$ cat src/hdl/plcd_regs.vh
`ifndef PLCD_REGS_VH
`define PLCD_REGS_VH
// register word addresses
`define PLCD_A_CTRL 4'h0
`define PLCD_A_UPLIM 4'h1
`define PLCD_A_LOLIM 4'h2
`define PLCD_A_PANSP 4'h3
`define PLCD_A_DTIME 4'h4
`define PLCD_A_OCLVL 4'h5
`define PLCD_A_OCPER 4'h6
`define PLCD_A_BIAS 4'h7
`define PLCD_A_GAIN 4'h8
`define PLCD_A_STAT 4'h9
`define PLCD_A_IRQST 4'ha
`define PLCD_A_IRQMSK 4'hb
`define PLCD_A_SPD 4'hc
`define PLCD_A_SPMAX 4'hd
`define PLCD_A_SPMIN 4'he
// setting value meaning function disabled
`define PLCD_DISABLE 16'h270f
// ctrl field positions
`define PLCD_C_OPMODE_LO 0
`define PLCD_C_OPMODE_HI 2
`define PLCD_C_TUNE_LO 3
`define PLCD_C_TUNE_HI 4
`define PLCD_C_EXTSP 5
// mode encodings
`define PLCD_OPMODE_SWITCH 3'h6
`define PLCD_TUNE_ONLINE 2'h1
// reset values (percent in 0.1 units, time in ms, dtime in 10 ms)
`define PLCD_RST_OCLVL 16'h05dc
`define PLCD_RST_OCPER 16'h0000
`define PLCD_RST_UPLIM 16'h270f
`define PLCD_RST_LOLIM 16'h270f
`define PLCD_RST_DTIME 16'h270f
`define PLCD_RST_SPMAX 16'hffff
`define PLCD_RST_PERMAX 16'h2710
// full scale of percent settings in 0.1 units
`define PLCD_PCT_FULL 16'h03e8
`define PLCD_PCT_OCMAX 16'h07d0
`define PLCD_DTIME_MIN 16'h0001
`define PLCD_DTIME_MAX 16'h03e8
// timing
`define PLCD_CLK_HZ 125000000
`define PLCD_MS_HZ 1000
`define PLCD_HOLD_MS 16'h0064
`define PLCD_ZERO_MS 16'h0032
// status bits
`define PLCD_S_UP 0
`define PLCD_S_LO 1
`define PLCD_S_OC 2
`define PLCD_S_PID 3
`define PLCD_S_DON 4
`endif

$ cat src/hdl/plcd_ms_timer.v
`timescale 1ns/1ps
`default_nettype none
// millisecond counter: counts tick pulses while run is high, clears otherwise
module plcd_ms_timer #(
  parameter W = 16
) (
  input wire clk,
  input wire nrst,
  input wire run,
  input wire tick,
  output reg [W-1:0] count_r
);
  // saturating count so a long excess never wraps back to zero
  always @(posedge clk) begin
    if (!nrst) begin
      count_r <= {W{1'b0}};
    end else if (!run) begin
      count_r <= {W{1'b0}};
    end else if (tick && (count_r != {W{1'b1}})) begin
      count_r <= count_r + {{(W-1){1'b0}}, 1'b1};
    end
  end
endmodule
`default_nettype wire

$ cat src/hdl/plcd_top.v
`timescale 1ns/1ps
`default_nettype none
`include "plcd_regs.vh"
//Contract
// - flag when feedback above upper limit, 9999 disables
// - alarm when feedback below lower limit
// - panel set point only in panel modes
// - differential time 0.01-10s, 9999 omits it
// - speed select or jog overrides PID
// - operation mode 6 disables PID
// - online tuning selection disables PID
// - PID speed bounded by bias, gain, max, min
// - overcurrent flag after excess outlasts period
// - period timed from rise until flag
// - level 100 percent equals rated current
// - flag held at least 100 ms; code may release it up to one ms early, at the ms tick resolution
// - zero period acts as about 50 ms
// - detection stays active during auto tuning
module plcd_top #(
  parameter MS_DIV = `PLCD_CLK_HZ / `PLCD_MS_HZ,
  parameter RATED = 16'h0400
) (
  input wire clk,
  input wire nrst,
  input wire [3:0] addr,
  input wire [15:0] wdata,
  input wire wr,
  input wire rd,
  output reg [15:0] rdata_r,
  input wire [15:0] feedback,
  input wire [15:0] out_current,
  input wire [15:0] analog_sp,
  input wire [15:0] pid_speed,
  input wire running,
  input wire tuning_active,
  input wire pid_select_input,
  input wire speed_select_high,
  input wire speed_select_mid,
  input wire speed_select_low,
  input wire jog_input,
  output reg upper_limit_flag_r,
  output reg lower_limit_alarm_r,
  output reg overcurrent_detect_flag_r,
  output reg pid_active_r,
  output reg diff_enable_r,
  output reg [15:0] diff_time_r,
  output reg [15:0] set_point_r,
  output reg [15:0] speed_cmd_r,
  output reg irq_r
);
  // configuration registers
  reg [15:0] ctrl_r;
  reg [15:0] uplim_r;
  reg [15:0] lolim_r;
  reg [15:0] pansp_r;
  reg [15:0] dtime_r;
  reg [15:0] oclvl_r;
  reg [15:0] ocper_r;
  reg [15:0] bias_r;
  reg [15:0] gain_r;
  reg [15:0] spmax_r;
  reg [15:0] spmin_r;
  reg [4:0] irq_st_r;
  reg [4:0] irq_msk_r;
  // previous status for edge events
  reg up_q_r;
  reg lo_q_r;
  reg oc_q_r;
  // millisecond tick divider
  reg [31:0] div_r;
  reg ms_tick_r;
  // overcurrent state machine
  localparam OC_IDLE = 2'h0;
  localparam OC_QUAL = 2'h1;
  localparam OC_HOLD = 2'h2;
  localparam OC_ON = 2'h3;
  reg [1:0] oc_st_r;
  reg [1:0] oc_st_nxt;
  wire [15:0] tmr;
  wire [15:0] hold_tmr;
  // decoded mode fields
  wire [2:0] opmode = ctrl_r[`PLCD_C_OPMODE_HI:`PLCD_C_OPMODE_LO];
  wire [1:0] tune = ctrl_r[`PLCD_C_TUNE_HI:`PLCD_C_TUNE_LO];
  wire ext_op = ctrl_r[`PLCD_C_EXTSP];
  // scaled threshold: level in 0.1 percent of rated current
  wire [31:0] oc_thr = ({16'h0000, oclvl_r} * {16'h0000, RATED}) / {16'h0000, `PLCD_PCT_FULL};
  wire [31:0] up_thr = ({16'h0000, uplim_r} * {16'h0000, RATED}) / {16'h0000, `PLCD_PCT_FULL};
  wire [31:0] lo_thr = ({16'h0000, lolim_r} * {16'h0000, RATED}) / {16'h0000, `PLCD_PCT_FULL};
  // over-level condition; detection does not look at tuning state
  wire over = running && ({16'h0000, out_current} > oc_thr);
  // zero period is replaced by the fixed 50 ms qualification time PLCD_ZERO_MS
  wire [15:0] per_eff = (ocper_r == 16'h0000) ? `PLCD_ZERO_MS : ocper_r;
  wire qual_run = (oc_st_r == OC_QUAL);
  wire hold_run = (oc_st_r == OC_HOLD);
  // pid enable decode
  wire override = speed_select_high | speed_select_mid | speed_select_low | jog_input;
  wire pid_on = pid_select_input && !override
    && (opmode != `PLCD_OPMODE_SWITCH)
    && (tune != `PLCD_TUNE_ONLINE);
  // speed window: pid bounds first, general limits last
  wire [15:0] sp_lo1 = (pid_speed < bias_r) ? bias_r : pid_speed;
  wire [15:0] sp_pid = (sp_lo1 > gain_r) ? gain_r : sp_lo1;
  wire [15:0] sp_in = pid_on ? sp_pid : pid_speed;
  wire [15:0] sp_hi = (sp_in > spmax_r) ? spmax_r : sp_in;
  wire [15:0] sp_out = (sp_hi < spmin_r) ? spmin_r : sp_hi;
  wire up_now = (uplim_r != `PLCD_DISABLE) && ({16'h0000, feedback} > up_thr);
  wire lo_now = (lolim_r != `PLCD_DISABLE) && ({16'h0000, feedback} < lo_thr);
  wire [4:0] ev = {1'b0, pid_on & ~pid_active_r, overcurrent_detect_flag_r & ~oc_q_r,
    lower_limit_alarm_r & ~lo_q_r, upper_limit_flag_r & ~up_q_r};

  // period and hold timers share one millisecond tick
  plcd_ms_timer #(.W(16)) u_qual (
    .clk(clk),
    .nrst(nrst),
    .run(qual_run),
    .tick(ms_tick_r),
    .count_r(tmr)
  );
  plcd_ms_timer #(.W(16)) u_hold (
    .clk(clk),
    .nrst(nrst),
    .run(hold_run),
    .tick(ms_tick_r),
    .count_r(hold_tmr)
  );

  // divider making a one-cycle tick each millisecond
  always @(posedge clk) begin
    if (!nrst) begin
      div_r <= 32'h00000000;
      ms_tick_r <= 1'b0;
    end else if (div_r == MS_DIV - 1) begin
      div_r <= 32'h00000000;
      ms_tick_r <= 1'b1;
    end else begin
      div_r <= div_r + 32'h00000001;
      ms_tick_r <= 1'b0;
    end
  end

  // overcurrent next-state logic; ms resolution means the delay may run up to one ms short
  always @* begin
    oc_st_nxt = oc_st_r;
    case (oc_st_r)
      OC_IDLE: begin
        if (over) begin
          oc_st_nxt = OC_QUAL;
        end
      end
      OC_QUAL: begin
        if (!over) begin
          oc_st_nxt = OC_IDLE;
        end else if (tmr >= per_eff) begin
          oc_st_nxt = OC_HOLD;
        end
      end
      OC_HOLD: begin
        // minimum on time regardless of current
        if (hold_tmr >= `PLCD_HOLD_MS) begin
          oc_st_nxt = over ? OC_ON : OC_IDLE;
        end
      end
      OC_ON: begin
        if (!over) begin
          oc_st_nxt = OC_IDLE;
        end
      end
      default: begin
        oc_st_nxt = OC_IDLE;
      end
    endcase
  end

  // overcurrent state register and flag
  always @(posedge clk) begin
    if (!nrst) begin
      oc_st_r <= OC_IDLE;
      overcurrent_detect_flag_r <= 1'b0;
    end else begin
      oc_st_r <= oc_st_nxt;
      overcurrent_detect_flag_r <= (oc_st_nxt == OC_HOLD) || (oc_st_nxt == OC_ON);
    end
  end

  // limit flags, pid outputs and speed command
  always @(posedge clk) begin
    if (!nrst) begin
      upper_limit_flag_r <= 1'b0;
      lower_limit_alarm_r <= 1'b0;
      pid_active_r <= 1'b0;
      diff_enable_r <= 1'b0;
      diff_time_r <= 16'h0000;
      set_point_r <= 16'h0000;
      speed_cmd_r <= 16'h0000;
    end else begin
      upper_limit_flag_r <= up_now;
      lower_limit_alarm_r <= lo_now;
      pid_active_r <= pid_on;
      // differential term off at the disable value
      diff_enable_r <= pid_on && (dtime_r != `PLCD_DISABLE);
      diff_time_r <= (dtime_r == `PLCD_DISABLE) ? 16'h0000 : dtime_r;
      // panel value only when not in external operation
      set_point_r <= ext_op ? analog_sp : pansp_r;
      speed_cmd_r <= sp_out;
    end
  end

  // register writes; out-of-range values are clipped to the legal span
  always @(posedge clk) begin
    if (!nrst) begin
      ctrl_r <= 16'h0000;
      uplim_r <= `PLCD_RST_UPLIM;
      lolim_r <= `PLCD_RST_LOLIM;
      pansp_r <= 16'h0000;
      dtime_r <= `PLCD_RST_DTIME;
      oclvl_r <= `PLCD_RST_OCLVL;
      ocper_r <= `PLCD_RST_OCPER;
      bias_r <= 16'h0000;
      gain_r <= 16'hffff;
      spmax_r <= `PLCD_RST_SPMAX;
      spmin_r <= 16'h0000;
      irq_msk_r <= 5'h00;
    end else if (wr) begin
      case (addr)
        `PLCD_A_CTRL: ctrl_r <= wdata;
        `PLCD_A_UPLIM: begin
          uplim_r <= (wdata == `PLCD_DISABLE || wdata <= `PLCD_PCT_FULL) ? wdata : `PLCD_PCT_FULL;
        end
        `PLCD_A_LOLIM: begin
          lolim_r <= (wdata == `PLCD_DISABLE || wdata <= `PLCD_PCT_FULL) ? wdata : `PLCD_PCT_FULL;
        end
        `PLCD_A_PANSP: pansp_r <= (wdata > `PLCD_PCT_FULL) ? `PLCD_PCT_FULL : wdata;
        `PLCD_A_DTIME: begin
          if (wdata == `PLCD_DISABLE) begin
            dtime_r <= wdata;
          end else if (wdata < `PLCD_DTIME_MIN) begin
            dtime_r <= `PLCD_DTIME_MIN;
          end else begin
            dtime_r <= (wdata > `PLCD_DTIME_MAX) ? `PLCD_DTIME_MAX : wdata;
          end
        end
        `PLCD_A_OCLVL: oclvl_r <= (wdata > `PLCD_PCT_OCMAX) ? `PLCD_PCT_OCMAX : wdata;
        `PLCD_A_OCPER: ocper_r <= (wdata > `PLCD_RST_PERMAX) ? `PLCD_RST_PERMAX : wdata;
        `PLCD_A_BIAS: bias_r <= wdata;
        `PLCD_A_GAIN: gain_r <= wdata;
        `PLCD_A_SPMAX: spmax_r <= wdata;
        `PLCD_A_SPMIN: spmin_r <= wdata;
        `PLCD_A_IRQMSK: irq_msk_r <= wdata[4:0];
        default: begin
          // read-only or unmapped: ignored
        end
      endcase
    end
  end

  // sticky events; a new event in the read cycle survives the clear
  always @(posedge clk) begin
    if (!nrst) begin
      irq_st_r <= 5'h00;
      up_q_r <= 1'b0;
      lo_q_r <= 1'b0;
      oc_q_r <= 1'b0;
      irq_r <= 1'b0;
    end else begin
      up_q_r <= upper_limit_flag_r;
      lo_q_r <= lower_limit_alarm_r;
      oc_q_r <= overcurrent_detect_flag_r;
      if (rd && addr == `PLCD_A_IRQST) begin
        irq_st_r <= ev;
      end else begin
        irq_st_r <= irq_st_r | ev;
      end
      irq_r <= |(irq_st_r & irq_msk_r);
    end
  end

  // read mux, data valid the cycle after the strobe
  always @(posedge clk) begin
    if (!nrst) begin
      rdata_r <= 16'h0000;
    end else if (rd) begin
      case (addr)
        `PLCD_A_CTRL: rdata_r <= ctrl_r;
        `PLCD_A_UPLIM: rdata_r <= uplim_r;
        `PLCD_A_LOLIM: rdata_r <= lolim_r;
        `PLCD_A_PANSP: rdata_r <= pansp_r;
        `PLCD_A_DTIME: rdata_r <= dtime_r;
        `PLCD_A_OCLVL: rdata_r <= oclvl_r;
        `PLCD_A_OCPER: rdata_r <= ocper_r;
        `PLCD_A_BIAS: rdata_r <= bias_r;
        `PLCD_A_GAIN: rdata_r <= gain_r;
        `PLCD_A_STAT: begin
          rdata_r <= {11'h000, diff_enable_r, pid_active_r, overcurrent_detect_flag_r,
            lower_limit_alarm_r, upper_limit_flag_r};
        end
        `PLCD_A_IRQST: rdata_r <= {11'h000, irq_st_r};
        `PLCD_A_IRQMSK: rdata_r <= {11'h000, irq_msk_r};
        `PLCD_A_SPD: rdata_r <= speed_cmd_r;
        `PLCD_A_SPMAX: rdata_r <= spmax_r;
        `PLCD_A_SPMIN: rdata_r <= spmin_r;
        default: rdata_r <= 16'h0000;
      endcase
    end
  end
endmodule
`default_nettype wire

$ cat config.mk
export PLATFORM = sky130hd
export DESIGN_NAME = plcd_top
export DESIGN_NICKNAME = d
export VERILOG_FILES = /design/src/hdl/plcd_ms_timer.v /design/src/hdl/plcd_top.v
export VERILOG_INCLUDE_DIRS = /design/src /design/src/hdl
export SDC_FILE = /design/constraint.sdc
export NUM_CORES = 1
export LEC_CHECK = 0
export ABC_AREA = 1
export BUFFER_PORTS_ARGS = -buffer_cell sky130_fd_sc_hd__buf_2
export CORE_MARGIN = 5
export CORE_UTILIZATION = 35
export CTS_CLUSTER_DIAMETER = 50
export CTS_CLUSTER_SIZE = 28
export DETAILED_ROUTE_END_ITERATION = 10
export PLACE_DENSITY = 0.62
export SLEW_MARGIN = 25
export SYNTH_ARGS = -nofsm -noshare
export SYNTH_HDL_FRONTEND = slang
export SYNTH_SLANG_ARGS = --single-unit
export TNS_END_PERCENT = 50
$ cat constraint.sdc
create_clock -name clk -period 23.2 [get_ports clk]
set_input_delay 2.32 -clock clk [delete_from_list [all_inputs] [get_ports clk]]
set_output_delay 2.32 -clock clk [all_outputs]
set_load 0.01 [all_outputs]
---- Yosys cells after proc, flatten, opt, wreduce, memory -nomap -nowiden ----
Index checks and enable logic that the tools add are counted.
word-level totals
  output and inout port bits .............. 70
  input port bits ......................... 95
  register bits after elaboration ......... 326
  logic and storage cells ................. 152
operators by class
  order comparisons ....................... 14
  divide/modulo/power cells ............... 3
  eq/ne operators ......................... 29
  muxes and demuxes ....................... 23
  bitwise logic cells ..................... 14
  reductions and logical operators ........ 34
  add/subtract/negate cells ............... 3
operator list
  cell                                                                                count
  16-bit one-hot mux with 15 select lines                                             1
  16-bit 2-to-1 mux                                                                   13
  26-bit by 10-bit divider with 32-bit output, second input constant                  3
  16-bit by 32-bit greater-than comparator with 1-bit output                          2
  16-bit by 14-bit inequality test with 1-bit output, second input constant           3
  16-bit by 1-bit adder with 16-bit output, second input constant                     2
  32-bit by 1-bit adder with 32-bit output, second input constant                     1
  16-bit by 14-bit equality test with 1-bit output, second input constant             2
  32-bit by 17-bit equality test with 1-bit output, second input constant             1
  16-bit greater-than comparator                                                      2
  16-bit less-than comparator                                                         2
  16-bit by 32-bit less-than comparator with 1-bit output                             1
  16-bit inequality test, second input constant                                       2
  4-bit equality test, second input constant                                          7
  2-bit AND reduction                                                                 14
  4-bit by 3-bit equality test with 1-bit output, second input constant               4
  16-bit >= comparator                                                                1
  16-bit by 7-bit >= comparator with 1-bit output, second input constant              1
  16-bit by 10-bit greater-than comparator with 1-bit output, second input constant   1
  16-bit by 11-bit greater-than comparator with 1-bit output, second input constant   1
  16-bit by 14-bit greater-than comparator with 1-bit output, second input constant   1
  16-bit by 10-bit less-or-equal comparator with 1-bit output, second input constant  1
  16-bit logical NOT                                                                  1
  16-bit by 1-bit less-than comparator with 1-bit output, second input constant       1
  other kinds (22)                                                                    52

---- Logic depth before layout (Yosys ltp) ----
Gate-level depths: netlist of run 1.
  depth after elaboration ................. 12
  gate-level depth with buffers ........... 123
  mapped depth without buffers ............ 119

---- Modules after synthesis ----
From an unflattened synthesis of run 1, not the netlist that was laid out.
second synthesis, totals
  cell total of the unflattened synthesis .. 4896
  area total of the unflattened synthesis .. 32048.2 um2
modules (own cells, without submodules)
  module         cells an instance  area each (um2)  instances  seq. area each (um2)
  plcd_top       4584               30016.3          1          5865.6
  plcd_ms_timer  156                1016.0           2          320.3

---- Least setup slack after synthesis of run 1 ----
No wires, ideal clock.
  kind .................................... reg-to-reg
  start point ............................. reg oclvl_r[13]
  end point ............................... reg oc_st_r[1]
  arrival ................................. 11830 ps
  setup time .............................. 86 ps
  cell stages (with the launch flop) ...... 103
  path slack .............................. 11284 ps
  data required time ...................... 23114 ps
  period minus slack after synthesis ...... 11916 ps
  cells stage by stage .................... dfxtp_1 nand2_2 nor2_2 nand2_4 xor2_1 nand2_1 nand3_2 nor2_2 nand2_1 o21ai_4 nand2_2 xor2_1 or2_1 inv_2 nand2_2 nand2_8 nand3b_2 xor2_1 [67 not listed] nand3_4 nor2_4 nand2_1 xor2_1 nand2_1 o21ai_1 nor2_1 nand2_1 nor2_1 nand2_1 ha_1 o21bai_1 a221oi_1 o211ai_1 nand2_1 o2111ai_1 nand4_1 a211oi_1
on the way
  word-level cells in the longest chain between the ends .. 6
  elaborated cells on any way between the ends .. 9
  classes of those cells .................. div: 1; order compare: 1; mux: 6; reduce/logical: 1
RTL lines
  element                                                       line            source
  from (decl)                                                   plcd_top.v:57   reg [15:0] oclvl_r;
  from (signal assigned)                                        plcd_top.v:216  oclvl_r <= `PLCD_RST_OCLVL;
  from (signal assigned)                                        plcd_top.v:242  `PLCD_A_OCLVL: oclvl_r <= (wdata > `PLCD_PCT_OCMAX) ? `PLCD_PCT_OCMAX : wdata;
  26-bit by 10-bit divider with 32-bit output *                 plcd_top.v:86   wire [31:0] oc_thr = ({16'h0000, oclvl_r} * {16'h0000, RATED}) / {16'h0000, `PLCD_PCT_FULL};
  16-bit by 32-bit greater-than comparator with 1-bit output *  plcd_top.v:90   wire over = running && ({16'h0000, out_current} > oc_thr);
  1-bit logical AND *                                           plcd_top.v:90
  2-bit 2-to-1 mux                                              plcd_top.v:160  oc_st_nxt = over ? OC_ON : OC_IDLE;
  2-bit 2-to-1 mux                                              plcd_top.v:159  if (hold_tmr >= `PLCD_HOLD_MS) begin
  2-bit one-hot mux with 4 select lines *                       plcd_top.v:144  case (oc_st_r)
  to (signal assigned)                                          plcd_top.v:180  oc_st_r <= oc_st_nxt;
  to (decl)                                                     plcd_top.v:77   reg [1:0] oc_st_r;
Every way passes the cells marked *; elsewhere a longest branch is shown, timed or not.
A chain may end at the register's enable or synchronous reset.

---- Worst setup path in the final report of run 1 ----
  start point ............................. reg oclvl_r[12]
  end point ............................... reg overcurrent_detect_flag_r
on the way
  word-level cells in the longest chain between the ends .. 8
  elaborated cells on any way between the ends .. 12
  classes of those cells .................. div: 1; order compare: 1; eq/ne: 2; mux: 6; reduce/logical: 2
RTL lines
  element                                                       line            source
  26-bit by 10-bit divider with 32-bit output *                 plcd_top.v:86
  16-bit by 32-bit greater-than comparator with 1-bit output *  plcd_top.v:90
  1-bit logical AND *                                           plcd_top.v:90
  2-bit 2-to-1 mux                                              plcd_top.v:160
  2-bit 2-to-1 mux                                              plcd_top.v:159
  2-bit one-hot mux with 4 select lines *                       plcd_top.v:144
  2-bit equality test                                           plcd_top.v:181  overcurrent_detect_flag_r <= (oc_st_nxt == OC_HOLD) || (oc_st_nxt == OC_ON);
  1-bit logical OR *                                            plcd_top.v:181
  to (signal assigned)                                          plcd_top.v:181
  to (decl)                                                     plcd_top.v:43   output reg overcurrent_detect_flag_r,
Marked as above.

==> results of run 1 <==
[cells by family after synthesis]
kind of cell / after synthesis / synth area share
and+or+nand+nor: 2598 / 0.436
AOI/OAI and AO/OA: 845 / 0.158
DFF: 325 / 0.208
adders and majority gates: 153 / 0.0613
buffers and inverters: 842 / 0.109
xor gates and xnor gates: 95 / 0.0271
[worst reg2reg max path, delay by kind of cell (launching register included)]
family | cells | cell delay [ns]
AO/OA/AOI/OAI | 10 | 1.85
buffers and inverters | 9 | 0.82
AND/OR/NAND/NOR | 70 | 8.87
adder cells (fa/ha/maj) | 6 | 1.65
flip-flops | 1 | 0.48
XOR/XNOR | 3 | 0.73
[per-stage QoR]
stage	util	setup slack (ns)	instances	hold slack [ns]	cell area, sq um
floorplan	-	11.28	4858	0.404	31200
global placement	0.372	8.83	6076	0.409	32900
detailed placement	0.372	8.63	6076	0.415	32900
CTS	0.388	8.56	6146	0.433	34400
global route	0.388	7.14	6147	0.454	34400
finish	0.389	8.75	6153	0.429	34400
[layout by cell type, fill, tap and decap left out, types with 73 or more instances in the layout]
master,netlist,layout
ha_1,153,153
nand2_4,96,96
inv_2,85,86
xor2_1,73,73
nor2_1,368,364
a21oi_1,274,274
buf_2,0,162
inv_1,611,610
o21ai_0,275,275
dfxtp_1,325,325
nand2_1,1111,1109
nand2_2,207,209
nand3_1,355,355
nand4_1,111,111
[layer usage]
metal	up-vias	share of wire	wire length, microns	global-route usage
met5	-	0.00022	22	0
met3	178	0.072	7090	0.0270
met4	4	0.035	3420	0.0641
met1	14400	0.45	44100	0.273
li1	16200	-	-	-
met2	890	0.44	43400	0.324
[cell type report]
type | instances | area [sq um] | area share
multi-input combinational | 3691 | 21300 | 0.620
sequential | 325 | 6510 | 0.189
antenna | 7 | 17.5 | 0.000509
clock inverter | 27 | 393 | 0.0114
clock buffer | 43 | 1030 | 0.0300
tap | 1165 | 1460 | 0.0424
inverter | 717 | 2720 | 0.0791
timing repair buffer | 178 | 931 | 0.0271
[path summary, 6_finish.rpt]
path / start / to / slack, ns / cells after the start
setup / recovery: oclvl_r[12]$_SDFFE_PN0P_ / overcurrent_detect_flag_r$_SDFF_PN0_ / 8.75 / 98
hold / removal: oc_q_r$_SDFF_PN0_ / irq_st_r[2]$_SDFF_PN0_ / 0.43 / 1
setup reg to reg: oclvl_r[12]$_SDFFE_PN0P_ / overcurrent_detect_flag_r$_SDFF_PN0_ / 8.75 / 98
hold reg to reg: oc_q_r$_SDFF_PN0_ / irq_st_r[2]$_SDFF_PN0_ / 0.43 / 1
==> impl_metrics.env, run 1 <==
export IMPL_cp_arrival_ns=14.94
export IMPL_synth_area_leaders="dfxtp_1 (21%), nand2_1 (13%), inv_1 (7.3%), ha_1 (6.1%), nand3_1 (5.7%)"
export IMPL_root_buffer="clkbuf_16"
export IMPL_regMostFlops="div_r"
export IMPL_synth_flop_cell="dfxtp_1"
export IMPL_clk_pin_slew_worst_paths_ns=0.09
export IMPL_crit_type="register to register"
export IMPL_vias_per_cell=5.16
export IMPL_largest_reg_flops=32
export IMPL_die_area_sq_mm=0.0952
export IMPL_cts_hold_buf=0
export IMPL_synth_avg_cell_area_sq_um=6.42
export IMPL_slew_viol_final=0
export IMPL_drtIter0Drc=2498
export IMPL_cp_end_kind="register"
export IMPL_setup_tns_ns=0
export IMPL_grt_max_degree=102
export IMPL_cts_resized=0
export IMPL_postCtsSetupBuffers=0
export IMPL_grt_overflow=0
export IMPL_grt_usage=0.199
export IMPL_status="complete, no violations"
export IMPL_rows=109
export IMPL_fin_worst_skew_ns=0.0426
export IMPL_syn_area_sq_mm=0.0312
export IMPL_setup_viol=0
export IMPL_crit_family="simple AND/OR/NAND/NOR gates"
export IMPL_drv_cap=0
export IMPL_wl_mm=98.0
export IMPL_hpwl_mm=78.3
export IMPL_drive_above_1_share=0.184
export IMPL_synth_top_area_frac=0.208
export IMPL_htreeDepth=2
export IMPL_synth_most_common_cell="nand2_1"
export IMPL_first_global_vias=28900
export IMPL_die_x_microns=309
export IMPL_yosysTopAreaCell="dfxtp_1"
export IMPL_min_period_ns=14.45
export IMPL_slew_limit_headroom=0.293
export IMPL_clk_latency_ns=0.59
export IMPL_clock_path_buffers=3
export IMPL_cp_start_kind="register"
export IMPL_wl_per_cell_microns=15.9
export IMPL_worstPathRequired_ns=23.68
export IMPL_dr_pass1_iters=7
export IMPL_clkSinkCount=325
export IMPL_area_growth_pct=10.2
export IMPL_die_y_microns=309
export IMPL_grt_pass1_wl_mm=155
export IMPL_slowest_delay_ns=0.48
export IMPL_coreArea_sq_mm=0.0885
export IMPL_synth_top_cells_by_count="nand2_1 (1111), inv_1 (611), nor2_1 (368), nand3_1 (355), dfxtp_1 (325)"
export IMPL_synth_nets=5106
export IMPL_synth_enable_flop_cells=0
export IMPL_syn_inst=4858
export IMPL_yosysSeqAreaShare=0.208
export IMPL_num_nets_final=5199
export IMPL_ys_warnings_count=0
export IMPL_gp_congestion=0.962
export IMPL_ys_async_sr_fraction=0
export IMPL_fmax_mhz=69.2
export IMPL_rsz0062_at_grt="false"
export IMPL_fillers=9545
export IMPL_io_buffers=163
export IMPL_hold_violations=0
export IMPL_vias=31700
export IMPL_crit_buf_inv=9
export IMPL_post_route_period_util=0.623
export IMPL_antenna_found_initial=4
export IMPL_ys_ff_latch=325
export IMPL_worst_pin_slew_ns=1.06
export IMPL_cpMostUsedCell="nand2_1"
export IMPL_drc_errors=0
export IMPL_cp_max_fo=12
export IMPL_crit_slowest_cell="dfxtp_1"
export IMPL_final_antenna_net_count=0
export IMPL_ioPinCount=165
export IMPL_cts_made_buffers=38
export IMPL_start_util=0.353
export IMPL_cts_tree="yes"
export IMPL_hold_path_class="register to register"
export IMPL_synthDistinctLibCells=71
Power of run 1 is left out: the tool's default activity adds up to more than one toggle a clock period on the data nets, which glitch-free logic cannot reach.
==> run 2, diff against run 1 <==
--- a/config.mk
+++ b/config.mk
@@ -6,14 +6,14 @@
 export SDC_FILE = /design/constraint.sdc
 export NUM_CORES = 1
 export LEC_CHECK = 0
-export ABC_AREA = 1
+export ABC_AREA = 0
 export BUFFER_PORTS_ARGS = -buffer_cell sky130_fd_sc_hd__buf_2
 export CORE_MARGIN = 5
 export CORE_UTILIZATION = 35
 export CTS_CLUSTER_DIAMETER = 50
 export CTS_CLUSTER_SIZE = 28
 export DETAILED_ROUTE_END_ITERATION = 10
-export PLACE_DENSITY = 0.62
+export PLACE_DENSITY = 0.61
 export SLEW_MARGIN = 25
 export SYNTH_ARGS = -nofsm -noshare
 export SYNTH_HDL_FRONTEND = slang
==> constraint.sdc (replaced) <==
create_clock -name clk -period 15.1 [get_ports clk]
set_input_delay 1.51 -clock clk [delete_from_list [all_inputs] [get_ports clk]]
set_output_delay 1.51 -clock clk [all_outputs]
set_load 0.01 [all_outputs]
==> run 2 against run 1 <==
Critical path depth is 26 lower. Critical path type unchanged. Cell area is 13% higher. Cell count is 3.4% lower. Global-route usage is 1.6 points higher. First-iteration DRC count is 42% higher. Critical endpoint unchanged. Die area is 4.4% higher.
==> impl_metrics.env, run 2 <==
export IMPL_status="complete, no violations"
export IMPL_multi_input_area_sq_mm=0.0254
export IMPL_ir_drop_mv=0.306
export IMPL_cp_end_kind="register"
export IMPL_slew_limit_headroom=0.330
export IMPL_hpwl_mm=88.8
export IMPL_fillers=9411
export IMPL_grt_usage=0.215
export IMPL_final_antenna_net_count=0
export IMPL_top_layer_used="met4"
export IMPL_whs_ns=0.445
export IMPL_p_leak_nw=15.2
export IMPL_clk_latency_ns=0.63
export IMPL_die_area_sq_mm=0.0994
export IMPL_antenna_found_initial=4
export IMPL_pwr_density_cell_mw_per_mm2=194
export IMPL_largest_reg_flops=32
export IMPL_wl_met3_mm=8.75
export IMPL_slew_viol_final=0
export IMPL_synth_area_leaders="dfxtp_1 (20%), ha_1 (5.9%), nand2_1 (5.1%), nor2_1 (4.7%), a21oi_1 (4.4%)"
export IMPL_wl_mm=115
export IMPL_ys_warnings_count=0
export IMPL_cp_start_kind="register"
export IMPL_drc_errors=0
export IMPL_fin_cells=5946
export IMPL_cts_made_buffers=29
export IMPL_layout_common_cells="nand2_1 (438), nor2_1 (397), buf_4 (345)"
export IMPL_min_period_ns=14.43
export IMPL_seq_area_sq_mm=0.00655
export IMPL_io_buffers=163
export IMPL_setup_viol=0
export IMPL_num_nets_final=4915
export IMPL_rows=112
export IMPL_drv_cap=0
export IMPL_cp_arrival_ns=14.91
export IMPL_area_growth_pct=18.8
export IMPL_regMostFlops="div_r"
export IMPL_drive_above_1_share=0.213
export IMPL_worst_pin_slew_ns=1.00
export IMPL_yosysTopAreaCell="dfxtp_1"
export IMPL_synth_enable_flop_cells=0
export IMPL_synth_nets=4610
export IMPL_synth_top_area_frac=0.199
export IMPL_vias=35400
export IMPL_die_y_microns=315
export IMPL_grt_pass1_wl_mm=177
export IMPL_clock_path_buffers=3
export IMPL_cts_tree="yes"
export IMPL_dr_pass1_iters=6
export IMPL_rsz0062_at_grt="true"
export IMPL_setup_tns_ns=0
export IMPL_synthDistinctLibCells=155
export IMPL_dp_cells=5850
export IMPL_post_route_period_util=0.955
export IMPL_pre_cts_ws_ns=0.0659
export IMPL_synth_avg_cell_area_sq_um=7.48
export IMPL_htreeDepth=1
export IMPL_wl_met2_mm=49.7
export IMPL_syn_area_sq_mm=0.0326
export IMPL_cp_max_fo=9
export IMPL_finalInstanceArea_sq_mm=0.0387
export IMPL_grt_overflow=0
export IMPL_first_global_vias=31900
export IMPL_vias_per_cell=5.96
export IMPL_root_buffer="clkbuf_16"
export IMPL_final_common_cell="nand2_1"
export IMPL_fin_worst_skew_ns=0.0450
export IMPL_synth_most_common_cell="nand2_1"
export IMPL_die_x_microns=315
export IMPL_synth_flop_cell="dfxtp_1"
export IMPL_ys_ff_latch=325
export IMPL_synth_top_cells_by_count="nand2_1 (442), nor2_1 (406), dfxtp_1 (325), a21oi_1 (284), o21ai_0 (199)"
export IMPL_gp_congestion=0.929
export IMPL_coreArea_sq_mm=0.0929
export IMPL_start_util=0.351
export IMPL_crit_type="register to register"
export IMPL_hold_path_class="register to register"
export IMPL_slowest_delay_ns=0.57
export IMPL_placed_area_sq_mm=0.0363
export IMPL_clk_pin_slew_worst_paths_ns=0.09
export IMPL_hold_violations=0
export IMPL_yosysSeqAreaShare=0.199
export IMPL_grt_max_degree=82
export IMPL_clkSinkCount=325
export IMPL_syn_inst=4362
export IMPL_fmax_mhz=69.3
export IMPL_ys_async_sr_fraction=0
export IMPL_ioPinCount=165
export IMPL_crit_slowest_cell="or4_4"
export IMPL_wl_met1_mm=52.6
export IMPL_wl_per_cell_microns=19.3
export IMPL_worstPathRequired_ns=15.59
export IMPL_drtIter0Drc=3539
export IMPL_fin_ws_ns=0.673
-- run 2: cells by family after synthesis --
kind of cell	synth area share
muxes	0.0461
DFF	0.199
AOI/OAI and AO/OA	0.334
xor gates and xnor gates	0.0432
buffers and inverters	0.0521
and+or+nand+nor	0.264
adders and majority gates	0.0608
-- run 2: path summary, 6_finish.rpt --
| kind | startpoint | end | slack, ns | cells past startpoint |
|---|---|---|---|---|
| worst max-delay path | oclvl_r[11]$_SDFFE_PN0P_ | overcurrent_detect_flag_r$_SDFF_PN0_ | 0.67 | 72 |
| worst min-delay path | oc_q_r$_SDFF_PN0_ | irq_st_r[2]$_SDFF_PN0_ | 0.45 | 1 |
| worst max register to register | oclvl_r[11]$_SDFFE_PN0P_ | overcurrent_detect_flag_r$_SDFF_PN0_ | 0.67 | 72 |
| worst min register to register | oc_q_r$_SDFF_PN0_ | irq_st_r[2]$_SDFF_PN0_ | 0.45 | 1 |
-- run 2: cell type report --
| class | count | share of cell area |
|---|---|---|
| diodes | 2 | 0.000129 |
| clock buffers | 31 | 0.0189 |
| clock inverters | 23 | 0.00956 |
| inverters | 181 | 0.0177 |
| multi-input cells | 3623 | 0.656 |
| flip-flops and latches | 325 | 0.169 |
| well taps | 1254 | 0.0405 |
| repair buffers | 507 | 0.0878 |
-- run 2: worst max-delay path: cells and delay by family (launching register included) --
kind,cells,cell delay [ns]
AOI/OAI and AO/OA,29,5.64
DFF,1,0.39
adders and majority gates,6,1.32
and+or+nand+nor,26,5.68
buffers and inverters,9,0.97
xor gates and xnor gates,2,0.30
-- run 2: layer usage --
layer / track usage / vias up
met5: 0 / -
met4: 0.0592 / 0
met3: 0.0326 / 202
met2: 0.332 / 1331
met1: 0.311 / 16700
li1: - / 17200
-- run 2: per-stage QoR --
stage                     total power [mW]   util
final                                 7.51  0.417
after global routing                  8.12  0.417
after CTS                             7.32  0.403
after detailed placement              6.44  0.391
after global placement                6.38  0.391
after floorplan                       4.79      -
-- run 2: power breakdown --
| group | internal, mW | leakage (nW) | total [mW] | switching (mW) |
|---|---|---|---|---|
| sequential | 0.874 | 2.63 | 0.898 | 0.0243 |
| clock | 0.415 | 0.533 | 0.851 | 0.437 |
| combinational | 2.52 | 12.0 | 5.76 | 3.25 |
| total | 3.80 | 15.2 | 7.51 | 3.71 |
-- run 2: timing repair --
action / CTS / global route
gates cloned: 0 / 0
gates resized for setup: 1 / 216
setup endpoints to repair: 1 / 5
buffers inserted: 0 / 40
pin swaps: 0 / 55
hold buffers: 0 / 0
(Power assumes the default switching activity.)
